$ cat src/hdl/iism_defines.svh
// constants for the two-wire interrupt status and mask block
// assumes a 50 MHz peripheral clock and 16-bit register data
// ------------------------------------------------------------
// How it works
// the receive-threshold flag is set while the receive fifo level is at or above the threshold.
// the receive-threshold flag clears by itself once the level falls below the threshold.
// enable bit 0 low flushes the receive fifo, holds it empty and clears the threshold flag at once.
// a byte arriving while the fifo holds 32 entries sets the receive-overflow flag.
// the overflowing byte is still acknowledged on the wire, but every byte taken while full is dropped.
// after disable, overflow and underflow hold until the engines are idle, then clear with the internal enable.
// a data-command read with an empty receive fifo sets the receive-underflow flag.
// bits 11 to 0 of the mask register are read-write, one per source, gating the masked status.
// the mask resets to one for all sources except start, stop and activity, which reset to zero.
// the broadcast flag in bit 11 is set only when a general call address is taken and acknowledged.
// the broadcast flag holds until the controller is disabled or bit 0 of its clear register is read.
// data bytes after an acknowledged general call enter the receive fifo like any other data.
// the start flag in bit 10 is set on every start or repeated start on the wire, master or slave.
// the stop flag in bit 9 is set on every stop on the wire, master or slave.
// each masked status bit is the raw bit anded with its mask bit, a one letting it through.
// raw status shows every source unmasked; bits 15 to 12 of all three registers read zero.
// one interrupt request output is the or of all masked status bits.
// ------------------------------------------------------------
`ifndef IISM_DEFINES_SVH
`define IISM_DEFINES_SVH
`define IISM_ADDR_MASKED  32'h5000132C
`define IISM_ADDR_MASK    32'h50001330
`define IISM_ADDR_RAW     32'h50001334
`define IISM_BIT_BCAST    11
`define IISM_BIT_START    10
`define IISM_BIT_STOP     9
`define IISM_BIT_FULL     2
`define IISM_BIT_OVER     1
`define IISM_BIT_UNDER    0
`define IISM_FLD_MASK     12
`define IISM_MASK_RESET   12'h8FF
`define IISM_FIFO_DEPTH   6'h20
`endif

$ cat src/hdl/iism_pkg.sv
// types of the two-wire interrupt status and mask block
// assumes the defines header is compiled alongside
package iism_pkg;
  // register request from the peripheral bus decoder
  typedef struct packed {
    logic        rd;
    logic        wr;
    logic [31:0] addr;
    logic [15:0] wdata;
  } iism_req_t;

  // received byte from the protocol engine
  typedef struct packed {
    logic       valid;
    logic [7:0] data;
  } iism_rxb_t;

  // whole state of the block
  typedef struct packed {
    logic            scl_s1;
    logic            scl_s2;
    logic            scl_d;
    logic            sda_s1;
    logic            sda_s2;
    logic            sda_d;
    logic [31:0][7:0] mem;
    logic [4:0]      wr_ptr;
    logic [4:0]      rd_ptr;
    logic [5:0]      level;
    logic            ien;
    logic            bcast;
    logic            start;
    logic            stop;
    logic            full;
    logic            over;
    logic            under;
    logic [11:0]     mask;
    logic [15:0]     rdata;
    logic [7:0]      rx_data;
    logic            irq;
  } iism_state_t;
endpackage

$ cat src/hdl/iism_core.sv
// receive flags, start and stop detection, raw and masked status, mask
// assumes scl and sda come straight from pins; all other inputs share clk
`timescale 1ns/100ps
`default_nettype none
`include "iism_defines.svh"

module iism_core
  import iism_pkg::*;
(
  // clock and reset
  input  wire logic        clk,
  input  wire logic        sys_rst,
  // register access
  input  wire iism_req_t   reg_req,
  output logic [15:0]      reg_rdata,
  // wire pins, already resolved
  input  wire logic        scl_in,
  input  wire logic        sda_in,
  // protocol engine and control
  input  wire iism_rxb_t   rx_byte,
  input  wire logic        broadcast_addr_flag_ack,
  input  wire logic        enable_bit0,
  input  wire logic        sm_idle,
  input  wire logic [5:0]  rx_threshold_level,
  input  wire logic [5:0]  tx_side_raw,
  input  wire logic        data_command_rd,
  input  wire logic        broadcast_flag_clear_rd,
  // results
  output logic [7:0]       rx_data,
  output logic             internal_enable,
  output logic             irq_req
);

  // ------------------------------------------------------------
  // helpers
  // ------------------------------------------------------------
  function automatic logic [15:0] raw_of(input iism_state_t s,
                                         input logic [5:0] tx);
    raw_of = {4'h0, s.bcast, s.start, s.stop, tx, s.full, s.over,
              s.under};
  endfunction

  function automatic logic [15:0] gate(input logic [15:0] raw,
                                       input logic [11:0] m);
    gate = {4'h0, raw[11:0] & m};
  endfunction

  iism_state_t st_reg;
  iism_state_t st_next;
  logic        push;
  logic        pop;
  logic        start_cond;
  logic        stop_cond;

  // ------------------------------------------------------------
  // next state
  // ------------------------------------------------------------
  always_comb begin
    st_next = st_reg;
    // pins pass two flops before anything looks at them
    st_next.scl_s1 = scl_in;
    st_next.scl_s2 = st_reg.scl_s1;
    st_next.sda_s1 = sda_in;
    st_next.sda_s2 = st_reg.sda_s1;
    st_next.scl_d  = st_reg.scl_s2;
    st_next.sda_d  = st_reg.sda_s2;
    start_cond = st_reg.scl_s2 && st_reg.scl_d && st_reg.sda_d
                 && !st_reg.sda_s2;
    stop_cond  = st_reg.scl_s2 && st_reg.scl_d && !st_reg.sda_d
                 && st_reg.sda_s2;

    st_next.ien = enable_bit0 || (st_reg.ien && !sm_idle);

    // general call data is not special here: its bytes are queued like any other byte
    push = rx_byte.valid && enable_bit0
           && (st_reg.level != `IISM_FIFO_DEPTH);
    pop  = data_command_rd && (st_reg.level != 6'h00);
    if (push) begin
      st_next.mem[st_reg.wr_ptr] = rx_byte.data;
      st_next.wr_ptr = st_reg.wr_ptr + 5'h01;
    end
    if (pop) begin
      st_next.rx_data = st_reg.mem[st_reg.rd_ptr];
      st_next.rd_ptr = st_reg.rd_ptr + 5'h01;
    end
    st_next.level = st_reg.level + {5'h00, push} - {5'h00, pop};
    if (!enable_bit0) begin
      st_next.wr_ptr = 5'h00;
      st_next.rd_ptr = 5'h00;
      st_next.level  = 6'h00;
    end
    st_next.full = enable_bit0
                   && (st_next.level >= rx_threshold_level);

    // clears first, sets after, so an event in the clear cycle wins
    if (!st_next.ien) begin
      st_next.over  = 1'b0;
      st_next.under = 1'b0;
      st_next.bcast = 1'b0;
      st_next.start = 1'b0;
      st_next.stop  = 1'b0;
    end
    if (broadcast_flag_clear_rd) begin
      st_next.bcast = 1'b0;
    end
    if (rx_byte.valid && enable_bit0
        && st_reg.level == `IISM_FIFO_DEPTH) begin
      st_next.over = 1'b1;
    end
    if (data_command_rd && st_reg.ien && st_reg.level == 6'h00) begin
      st_next.under = 1'b1;
    end
    if (broadcast_addr_flag_ack) begin
      st_next.bcast = 1'b1;
    end
    if (start_cond) begin
      st_next.start = 1'b1;
    end
    if (stop_cond) begin
      st_next.stop = 1'b1;
    end

    // register port: reads answer one cycle later, unmapped reads zero
    if (reg_req.wr && reg_req.addr == `IISM_ADDR_MASK) begin
      st_next.mask = reg_req.wdata[`IISM_FLD_MASK-1:0];
    end
    if (reg_req.rd) begin
      unique case (reg_req.addr)
        `IISM_ADDR_MASKED:
          st_next.rdata = gate(raw_of(st_reg, tx_side_raw), st_reg.mask);
        `IISM_ADDR_MASK:
          st_next.rdata = {4'h0, st_reg.mask};
        `IISM_ADDR_RAW:
          st_next.rdata = raw_of(st_reg, tx_side_raw);
        default:
          st_next.rdata = 16'h0000;
      endcase
    end
    st_next.irq = |gate(raw_of(st_next, tx_side_raw),
                        st_next.mask);
  end

  always_ff @(posedge clk or posedge sys_rst) begin
    if (sys_rst) begin
      st_reg      <= '0;
      st_reg.mask <= `IISM_MASK_RESET;
    end else begin
      st_reg <= st_next;
    end
  end

  assign reg_rdata       = st_reg.rdata;
  assign rx_data         = st_reg.rx_data;
  assign internal_enable = st_reg.ien;
  assign irq_req         = st_reg.irq;
endmodule
`default_nettype wire

$ cat config.mk
export PLATFORM = sky130hd
export DESIGN_NAME = iism_core
export DESIGN_NICKNAME = d
export VERILOG_FILES = /design/src/hdl/iism_pkg.sv /design/src/hdl/iism_core.sv
export VERILOG_INCLUDE_DIRS = /design/src /design/src/hdl
export SDC_FILE = /design/constraint.sdc
export NUM_CORES = 1
export LEC_CHECK = 0
export BUFFER_PORTS_ARGS = -buffer_cell sky130_fd_sc_hd__clkbuf_2
export CORE_ASPECT_RATIO = 1.1
export CORE_MARGIN = 2
export CORE_UTILIZATION = 55
export DETAILED_ROUTE_END_ITERATION = 16
export GPL_TIMING_DRIVEN = 1
export PLACE_DENSITY_LB_ADDON = 0.12
export SKIP_CTS_REPAIR_TIMING = 1
export SLEW_MARGIN = 5
export SYNTH_ARGS = -nofsm -noshare
export SYNTH_HDL_FRONTEND = slang
export SYNTH_SLANG_ARGS = --single-unit
export TNS_END_PERCENT = 30
$ cat constraint.sdc
create_clock -name clk -period 9.5 [get_ports clk]
set_input_delay 0.95 -clock clk [delete_from_list [all_inputs] [get_ports clk]]
set_output_delay 0.95 -clock clk [all_outputs]
set_load 0.05 [all_outputs]
## Word level (Yosys, flattened, before mapping)

Cells that the tools add are included.

| cells by class | value |
|---|---|
| reductions and logical operators | 22 |
| order comparisons | 4 |
| div/mod/pow operators | 0 |
| multiply operators | 0 |
| equal/unequal tests | 7 |
| shift-type cells | 0 |
| bitwise operators | 2 |
| $add $sub $neg | 4 |
| mux-type cells | 18 |

Operator list:

| cell | count |
|---|---|
| $bwmux 256 | 1 |
| $eq 32x31->1 const B | 3 |
| $bmux 8 s5 | 1 |
| $demux 8 s5 | 1 |
| $pmux 12 s3 | 1 |
| $and 12x12->12 | 2 |
| $mux 16 | 1 |
| $mux 8 | 2 |
| $logic_and 1x1->1 | 15 |
| $lt 5x6->1 const B | 2 |
| $mux 12 | 1 |
| $reduce_or 12->1 | 1 |
| $add 5x1->5 const B | 2 |
| $mux 5 | 2 |
| $add 6x1->6 | 1 |
| $eq 6x6->1 const B | 1 |
| $ge 6x6->1 | 1 |
| $logic_not 6->1 | 1 |
| $mux 1 | 6 |
| $ne 6x6->1 const B | 1 |
| $reduce_bool 6->1 | 1 |
| $sub 6x1->6 | 1 |
| $ge 5x1->1 const B | 1 |
| $ne 2x1->1 const B | 2 |
| 4 further kinds | 6 |

| word-level totals | value |
|---|---|
| memories | 0 |
| input bits | 80 |
| RAM bits | 0 |
| output and inout bits | 26 |
| memory bits (read-only) | 0 |
| bits in latches | 0 |
| bits in registers | 322 |

## Logic depth before layout (Yosys ltp)

Gate-level depths: netlist of the first run.

| depth | value |
|---|---|
| depth after elaboration | 9 |
| mapped depth | 22 |

## Least setup slack after synthesis of the first run

Ideal clock, no wire load.

| timing | value |
|---|---|
| kind | input to register |
| start point | in rx_byte[8] in the netlist's numbering |
| end point | reg st_reg (netlist bit irq_req) |
| setup slack | 5.610 ns |
| cell stages on the path | 19 |
| arrival time | 3.749 ns |
| library setup time | 0.141 ns |
| required time | 9.359 ns |
| cell sequence | nor2b_2 > and2_1 > buf_4 > inv_1 > ha_1 > inv_1 > ha_1 > fa_1 > a21oi_1 > nor2_1 > nor2_1 > xor2_1 > nor2_1 > ha_1 > a21o_1 > a21oi_1 > o22ai_1 > a22oi_1 > nand4_1 |

RTL lines:

| element | line | text |
|---|---|---|
| from (decl) | iism_core.sv:20 | `input wire iism_rxb_t rx_byte,` |
| to (signal assigned) | iism_core.sv:148 | `st_reg <= st_next;` |
| to (decl) | iism_core.sv:48 | `iism_state_t st_reg;` |

==> flow_summary.ini, run 1 <==
[layout]
seqCellArea_um2 = 7970
drive_above_1_share = 0.280
num-nets-final = 1188
fillCellCount = 2130
multi_input_area_um2 = 6830
largest_reg_flops = 292
antennaDiodeCount = 0
stdcell_area_um2 = 17100
area_growth_syn_to_layout_pct = 11.5
layout.cells.non_filler = 1475

[critical_path]
crit_fanout = 18
critPathMostFrequentCell = ha_1
start_kind = register
path_buf_inv = 3
crit_arrival_ns = 4.78
critPathTopFamily = adder cells
critPathKind = register to register
slowest_delay_ns = 0.57
critPathRequiredTime_ns = 9.87
end_kind = register
crit_slowest_cell = nand2b_1
path_cells = inv_1 -> ha_1 -> nor4bb_1 -> nand2b_1 -> inv_2 -> ha_1 -> inv_1 -> ha_1 -> fa_1 -> a21oi_1 -> nor2_1 -> nor2_1 -> xor2_1 -> nor2_1 -> ha_1 -> a21o_1 -> a21oi_1 -> o22ai_1 -> a22oi_1 -> nand4_1

[routing]
dr.pass1.iters = 5
vias = 8654
ant_nets = 0
wl_met3_um = 1320
remaining_drc_errors = 0
route.met2.wl_um = 15400
wl_um = 32500
via_per_inst = 5.87
routed.top_layer = met4
met1_length_um = 15100
drt_iter0_drc = 520
wl_per_cell_um = 22.1

[logic_synthesis]
netlist_area_um2 = 15300
synth_edf_count = 0
yosysMostFrequentCell = dfrtp_1
synth_largest_area_cell = dfrtp_1
netlist_top_cells_area = dfrtp_1 (50%), mux2_1 (19%), mux4_2 (12%), nor2_4 (2.3%), ha_1 (1.6%)
synth_cell_types = 60
postSynthCellCount = 1024
synth_top_area_frac = 0.504
async_flop_share = 1.00
synth_commonest_cells = dfrtp_1 (309), mux2_1 (265), mux4_2 (80)
yosysWarningCount = 0
synth-seq-area-share = 0.519
yosys_most_used_dff = dfrtp_1
syn_avg_cell_area_um2 = 15.0
ys_seq_elements = 318

[min_path]
hold_path_class = register to register

[floorplanning]
io_pins = 106
die_w_um = 163
start_util = 0.555
core_area_um2 = 27600
design.die.area_um2 = 29300
row_count = 64
fp.dieH_um = 179

[sta]
min_period_over_period = 0.465
setup_viol = 0
relSlewSlack = 0.267
maxSlewViolCount = 0
clock_skew_ns = 0.00755
hold_violations = 0
worstMarginPinSlew_ns = 1.10
rsz0062_at_grt = false
finalCriticalPeriod_ns = 4.42
timing.fmax_mhz = 226
hold_ws_ns = 0.350
setup-tns-final_ns = 0

[place]
routabilityCongestion = 0.765
place_area_um2 = 15900
placed_cells = 1412
io_buffers = 97
hpwl_um = 20700

[grt]
antenna_found_initial = 0
grt_usage = 0.233
grt_pass1_wl_um = 51500
grt_pass1_vias = 8822
overflow = 0
grt_max_degree = 172

[clock_network]
numClockSinks = 318
path_clk_slew_ns = 0.06
clk_latency_ns = 0.51
clk_path_buf_depth = 3
cts.htree.levels = 2
cts_made_buffers = 36
cts_root_buffer = clkbuf_16
cts_tree = yes

[power]
ir_drop_mv = 0.146
power_density_nw_per_um2 = 213
total_power_mw = 3.65
power_leakage_nw = 8.39

[flow_run]
drv_cap = 0

[status]
status = completed
[per-layer routing]
layer	track usage	vias up
met5	0	-
met4	0.0642	0
met3	0.0407	56
met2	0.370	162
met1	0.335	4554
li1	-	3882
[through the flow]
stage          utilization  worst slack, ns
3_5_place_dp         0.576             4.95
2_1_floorplan            -             4.32
5_1_grt              0.619             4.72
3_3_place_gp         0.576             4.99
4_1_cts              0.619             5.08
6_report             0.619             5.08
[logic make-up after synthesis]
group,synth area share
AO/OA/AOI/OAI,0.0329
adder cells (fa/ha/maj),0.0176
other,0.000244
flip-flops,0.519
buffers and inverters,0.0361
AND/OR/NAND/NOR,0.0698
multiplexers,0.318
XOR/XNOR,0.00628
[final timing paths]
check                      cells past startpoint           end    startpoint  slack (ns)
max                                           20       irq_req    st_reg[48]        5.08
min                                            0  st_next[319]  st_next[320]        0.35
max reg2reg                                   20       irq_req    st_reg[48]        5.08
min reg2reg                                    0  st_next[319]  st_next[320]        0.35
max in group asynchronous                      4    st_reg[50]       sys_rst        7.08
min in group asynchronous                      3   st_reg[104]       sys_rst        0.79
[power by group]
part | internal (mW) | switching, mW | leakage, nW | total [mW]
registers | 1.47 | 0.0755 | 4.30 | 1.54
logic | 0.306 | 0.423 | 3.49 | 0.730
clock network | 0.839 | 0.536 | 0.594 | 1.38
[cell type report]
| type | count | share of cell area |
|---|---|---|
| flip-flops and latches | 318 | 0.466 |
| multi-input cells | 602 | 0.400 |
| clock buffers | 56 | 0.0659 |
| repair buffers | 106 | 0.0331 |
| well taps | 363 | 0.0266 |
| inverters | 23 | 0.00527 |
| clock inverters | 7 | 0.00351 |
[cells in the final DEF (no fill, tap or decap), types with 5 or more instances in the layout]
cell and count:
a22oi_1 15, xor2_1 6, dfstp_2 9, xnor2_1 5
nand2_1 22, clkbuf_1 6, mux2_1 265, a21oi_1 18
clkbuf_8 13, clkbuf_2 97, clkinv_2 6, dfrtp_1 307
buf_4 8, nor2_4 32, nand4_1 9, clkbuf_16 37
o21ai_1 8, nor2_1 27, ha_1 20, inv_1 21
mux2i_1 9, mux4_2 80, a21o_1 15
No activity file was read; power rests on OpenSTA's default activity.
==> inputs of run 2 (changes only) <==
--- a/config.mk
+++ b/config.mk
@@ -9,7 +9,7 @@
 export BUFFER_PORTS_ARGS = -buffer_cell sky130_fd_sc_hd__clkbuf_2
 export CORE_ASPECT_RATIO = 1.1
 export CORE_MARGIN = 2
-export CORE_UTILIZATION = 55
+export CORE_UTILIZATION = 61
 export DETAILED_ROUTE_END_ITERATION = 16
 export GPL_TIMING_DRIVEN = 1
 export PLACE_DENSITY_LB_ADDON = 0.12
==> constraint.sdc (replaced) <==
create_clock -name clk -period 4.2 [get_ports clk]
set_input_delay 0.42 -clock clk [delete_from_list [all_inputs] [get_ports clk]]
set_output_delay 0.42 -clock clk [all_outputs]
set_load 0.05 [all_outputs]
==> flow_summary.ini, run 2 (same netlist as run 1, synthesis figures left out) <==
[status]
status = completed

[floorplanning]
io_pins = 106
design.die.area_um2 = 26400
die_w_um = 155
fp.dieH_um = 170
row_count = 60
start_util = 0.623
core_area_um2 = 24600

[critical_path]
crit_arrival_ns = 4.25
critPathKind = register to register
rr_worst_depth = 21
path_buf_inv = 3
critPathMostFrequentCell = ha_1
critPathRequiredTime_ns = 4.56
start_kind = register
crit_slowest_cell = fa_1
slowest_delay_ns = 0.42
critPathTopFamily = adder cells
cp.depth = 21
path_cells = inv_1 -> ha_1 -> and4bb_1 -> nor2b_4 -> and2_1 -> inv_1 -> ha_1 -> inv_1 -> ha_1 -> fa_1 -> a21oi_1 -> nor2_1 -> nor2_1 -> xor2_1 -> nor2_1 -> ha_1 -> a21o_1 -> a21oi_1 -> o22ai_1 -> a22oi_1 -> nand4_1
end_kind = register
crit_fanout = 4

[layout]
drive_above_1_share = 0.282
layout.cells.non_filler = 1430
area_growth_syn_to_layout_pct = 12.5
final_cell_mix = dfrtp_1 (307), mux2_1 (265), clkbuf_2 (97)
num-nets-final = 1197
largest_reg_flops = 292
final_common_cell = dfrtp_1
stdcell_area_um2 = 17300
fillCellCount = 1676
antennaDiodeCount = 0

[flow_run]
drv_cap = 0

[place]
hpwl_um = 21300
io_buffers = 97
placed_cells = 1368
place_area_um2 = 16000
routabilityCongestion = 0.808

[sta]
clock_skew_ns = 0.0167
timing.fmax_mhz = 257
finalCriticalPeriod_ns = 3.89
rsz0062_at_grt = false
min_period_over_period = 0.927
setup_viol = 0
hold_violations = 0
hold_ws_ns = 0.0335
relSlewSlack = 0.415
maxSlewViolCount = 0
worstMarginPinSlew_ns = 0.877

[power]
swShare = 0.274
total_power_mw = 8.62
intPower_mw = 6.25
ir_drop_mv = 0.330
power_leakage_nw = 8.48
seqPwrFrac = 0.407
power_frac_clock = 0.392
power_density_nw_per_um2 = 499
p_switching_mw = 2.36
combPwrFrac = 0.201

[clock_network]
path_clk_slew_ns = 0.06
numClockSinks = 318
cts_root_buffer = clkbuf_16
cts_tree = yes
clk_path_buf_depth = 3
cts.htree.levels = 2
clk_latency_ns = 0.51
cts_made_buffers = 35

[routing]
wl_um = 32300
vias = 8752
drt_iter0_drc = 505
remaining_drc_errors = 0
dr.pass1.iters = 5
wl_per_cell_um = 22.6
via_per_inst = 6.12
ant_nets = 0

[grt]
grt_pass1_vias = 9124
grt_pass1_wl_um = 51600
grt_usage = 0.255
grt_max_degree = 127
antenna_found_initial = 0
overflow = 0

[min_path]
hold_path_class = input pin to register
hold_depth = 1
-- run 2: layout make-up --
cell class / instances / area, um^2 / share of cell area
multi-input combinational: 602 / 6850 / 0.397
timing repair buffer: 116 / 681 / 0.0394
clock inverter: 10 / 253 / 0.0146
sequential: 318 / 7970 / 0.462
tap: 310 / 388 / 0.0225
inverter: 23 / 90.1 / 0.00522
clock buffer: 51 / 1030 / 0.0596
-- run 2: power groups by stage --
stage / sequential, mW / clock (mW) / combinational (mW)
6_report: 3.51 / 3.38 / 1.73
3_3_place_gp: 3.55 / 0 / 1.69
2_1_floorplan: 3.46 / 0 / 1.40
4_1_cts: 3.51 / 3.43 / 1.73
5_1_grt: 3.54 / 3.56 / 1.89
3_5_place_dp: 3.56 / 0 / 1.72
-- run 2: stage by stage --
step / utilization / TNS, ns / setup WS [ns]
global route: 0.701 / 0 / 0.0198
global placement: 0.648 / 0 / 0.325
detailed placement: 0.648 / 0 / 0.278
floorplan: - / -139.51 / -0.451
CTS: 0.700 / 0 / 0.239
finish: 0.701 / 0 / 0.306
-- run 2: worst paths after layout --
check                      slack [ns]      endpoint         start
setup / recovery                 0.31       irq_req    st_reg[46]
hold / removal                   0.03  st_next[317]        sda_in
setup reg to reg                 0.31       irq_req    st_reg[46]
hold reg to reg                  0.35  st_next[316]  st_next[317]
max in group asynchronous        2.56  st_next[317]       sys_rst
min in group asynchronous        0.50    st_reg[70]       sys_rst
-- run 2: layer usage --
layer / vias up / part of all wire / track usage
met5: - / 0 / 0
met4: 0 / 0.019 / 0.0638
met3: 46 / 0.046 / 0.0354
met2: 204 / 0.47 / 0.409
met1: 4592 / 0.46 / 0.374
li1: 3910 / - / -
==> inputs of run 3 (changes only) <==
--- a/config.mk
+++ b/config.mk
@@ -7,12 +7,12 @@
 export NUM_CORES = 1
 export LEC_CHECK = 0
 export BUFFER_PORTS_ARGS = -buffer_cell sky130_fd_sc_hd__clkbuf_2
-export CORE_ASPECT_RATIO = 1.1
 export CORE_MARGIN = 2
 export CORE_UTILIZATION = 61
 export DETAILED_ROUTE_END_ITERATION = 16
 export GPL_TIMING_DRIVEN = 1
 export PLACE_DENSITY_LB_ADDON = 0.12
+export SETUP_SLACK_MARGIN = 0.3
 export SKIP_CTS_REPAIR_TIMING = 1
 export SLEW_MARGIN = 5
 export SYNTH_ARGS = -nofsm -noshare
==> flow_summary.ini, run 3 (same netlist as run 1, synthesis figures left out) <==
[place]
routabilityCongestion = 0.802
hpwl_um = 21200
io_buffers = 97
post-place-ws_ns = 0.271

[critical_path]
crit_fanout = 3
slowest_delay_ns = 0.38
critPathKind = register to register
end_kind = register
critPathTopFamily = adder cells
start_kind = register
path_buf_inv = 3
path_cells = inv_2 -> ha_4 -> and4bb_2 -> nor2b_4 -> and2_4 -> inv_1 -> ha_4 -> inv_2 -> ha_4 -> fa_2 -> a21oi_2 -> nor2_1 -> nor2_1 -> xor2_1 -> nor2_1 -> ha_1 -> a21o_1 -> a21oi_2 -> o22ai_2 -> a22oi_1 -> nand4_1
crit_arrival_ns = 4.13
critPathRequiredTime_ns = 4.57
crit_slowest_cell = fa_2

[clock_network]
cts_made_buffers = 36
cts.htree.levels = 2
cts_root_buffer = clkbuf_16
numClockSinks = 318
path_clk_slew_ns = 0.06
clk_latency_ns = 0.51
clk_path_buf_depth = 3
cts_tree = yes

[sta]
fin_ws_ns = 0.447
hold_ws_ns = -0.0215
rsz0062_at_grt = false
relSlewSlack = 0.339
timing.fmax_mhz = 266
setup-tns-final_ns = 0
worstMarginPinSlew_ns = 0.992
maxSlewViolCount = 0
min_period_over_period = 0.894
hold_violations = 23
setup_viol = 0
clock_skew_ns = 0.0135
finalCriticalPeriod_ns = 3.75

[routing]
wl_um = 32800
remaining_drc_errors = 0
wl_per_cell_um = 22.6
via_per_inst = 6.05
vias = 8809
ant_nets = 0
drt_iter0_drc = 530
dr.pass1.iters = 5

[layout]
area_growth_syn_to_layout_pct = 12.5
final_util = 0.692
largest_reg_flops = 292
final_cell_mix = dfrtp_1 (307), mux2_1 (265), clkbuf_2 (97)
multi_input_area_um2 = 6920
drive_above_1_share = 0.297
final_common_cell = dfrtp_1
seqCellArea_um2 = 7970
fillCellCount = 1732
num-nets-final = 1200

[grt]
overflow = 0
antenna_found_initial = 0
grt_usage = 0.261
grt_pass1_wl_um = 52600
grt_max_degree = 131
grt_pass1_vias = 9125

[status]
violations = hold timing
status = finished, violations left

[power]
power_density_nw_per_um2 = 489
power_leakage_nw = 8.45
total_power_mw = 8.43
ir_drop_mv = 0.352

[floorplanning]
start_util = 0.615
fp.dieH_um = 163
core_area_um2 = 25000
row_count = 58
die_w_um = 163
design.die.area_um2 = 26400
io_pins = 106

[min_path]
hold_path_class = input pin to asynchronous set/reset pin

[flow_run]
drv_cap = 0
==> run 3: metrics by stage <==
stage	cells	cell area, um^2
CTS	1448	17100
global placement	1385	16000
finish	1455	17300
detailed placement	1385	16000
global route	1454	17300
floorplan	1027	15400
==> run 3: final cells by class <==
type / count / area share
Tap cell: 330 / 0.0239
Sequential cell: 318 / 0.462
Clock inverter: 8 / 0.00565
Clock buffer: 55 / 0.0622
Inverter: 23 / 0.00536
Timing Repair Buffer: 118 / 0.0402
Multi-Input combinational cell: 602 / 0.401
Antenna cell: 1 / 0.000145
==> run 3: per-layer routing <==
layer  vias up  track usage  share of wire
met5         -            0              0
met3        39       0.0433          0.042
li1       3905            -              -
met2       188        0.407           0.47
met1      4677        0.392           0.47
met4         0       0.0615          0.016
==> run 3: final timing paths <==
check | start | to | slack [ns] | cells after the start
max | st_reg[46] | irq_req | 0.45 | 21
min | sys_rst | st_reg[67] | -0.02 | 2
max reg2reg | st_reg[46] | irq_req | 0.45 | 21
min reg2reg | st_next[317] | st_next[316] | 0.35 | 0
max in group asynchronous | sys_rst | st_reg[50] | 3.11 | 3
min in group clk | sda_in | st_next[317] | 0.02 | 1
==> run 3: report_power, final <==
| group | internal (mW) | total, mW | switching (mW) |
|---|---|---|---|
| registers | 3.32 | 3.56 | 0.236 |
| logic | 0.796 | 1.78 | 0.987 |
| clock network | 1.88 | 3.10 | 1.21 |
| total | 6.00 | 8.43 | 2.44 |
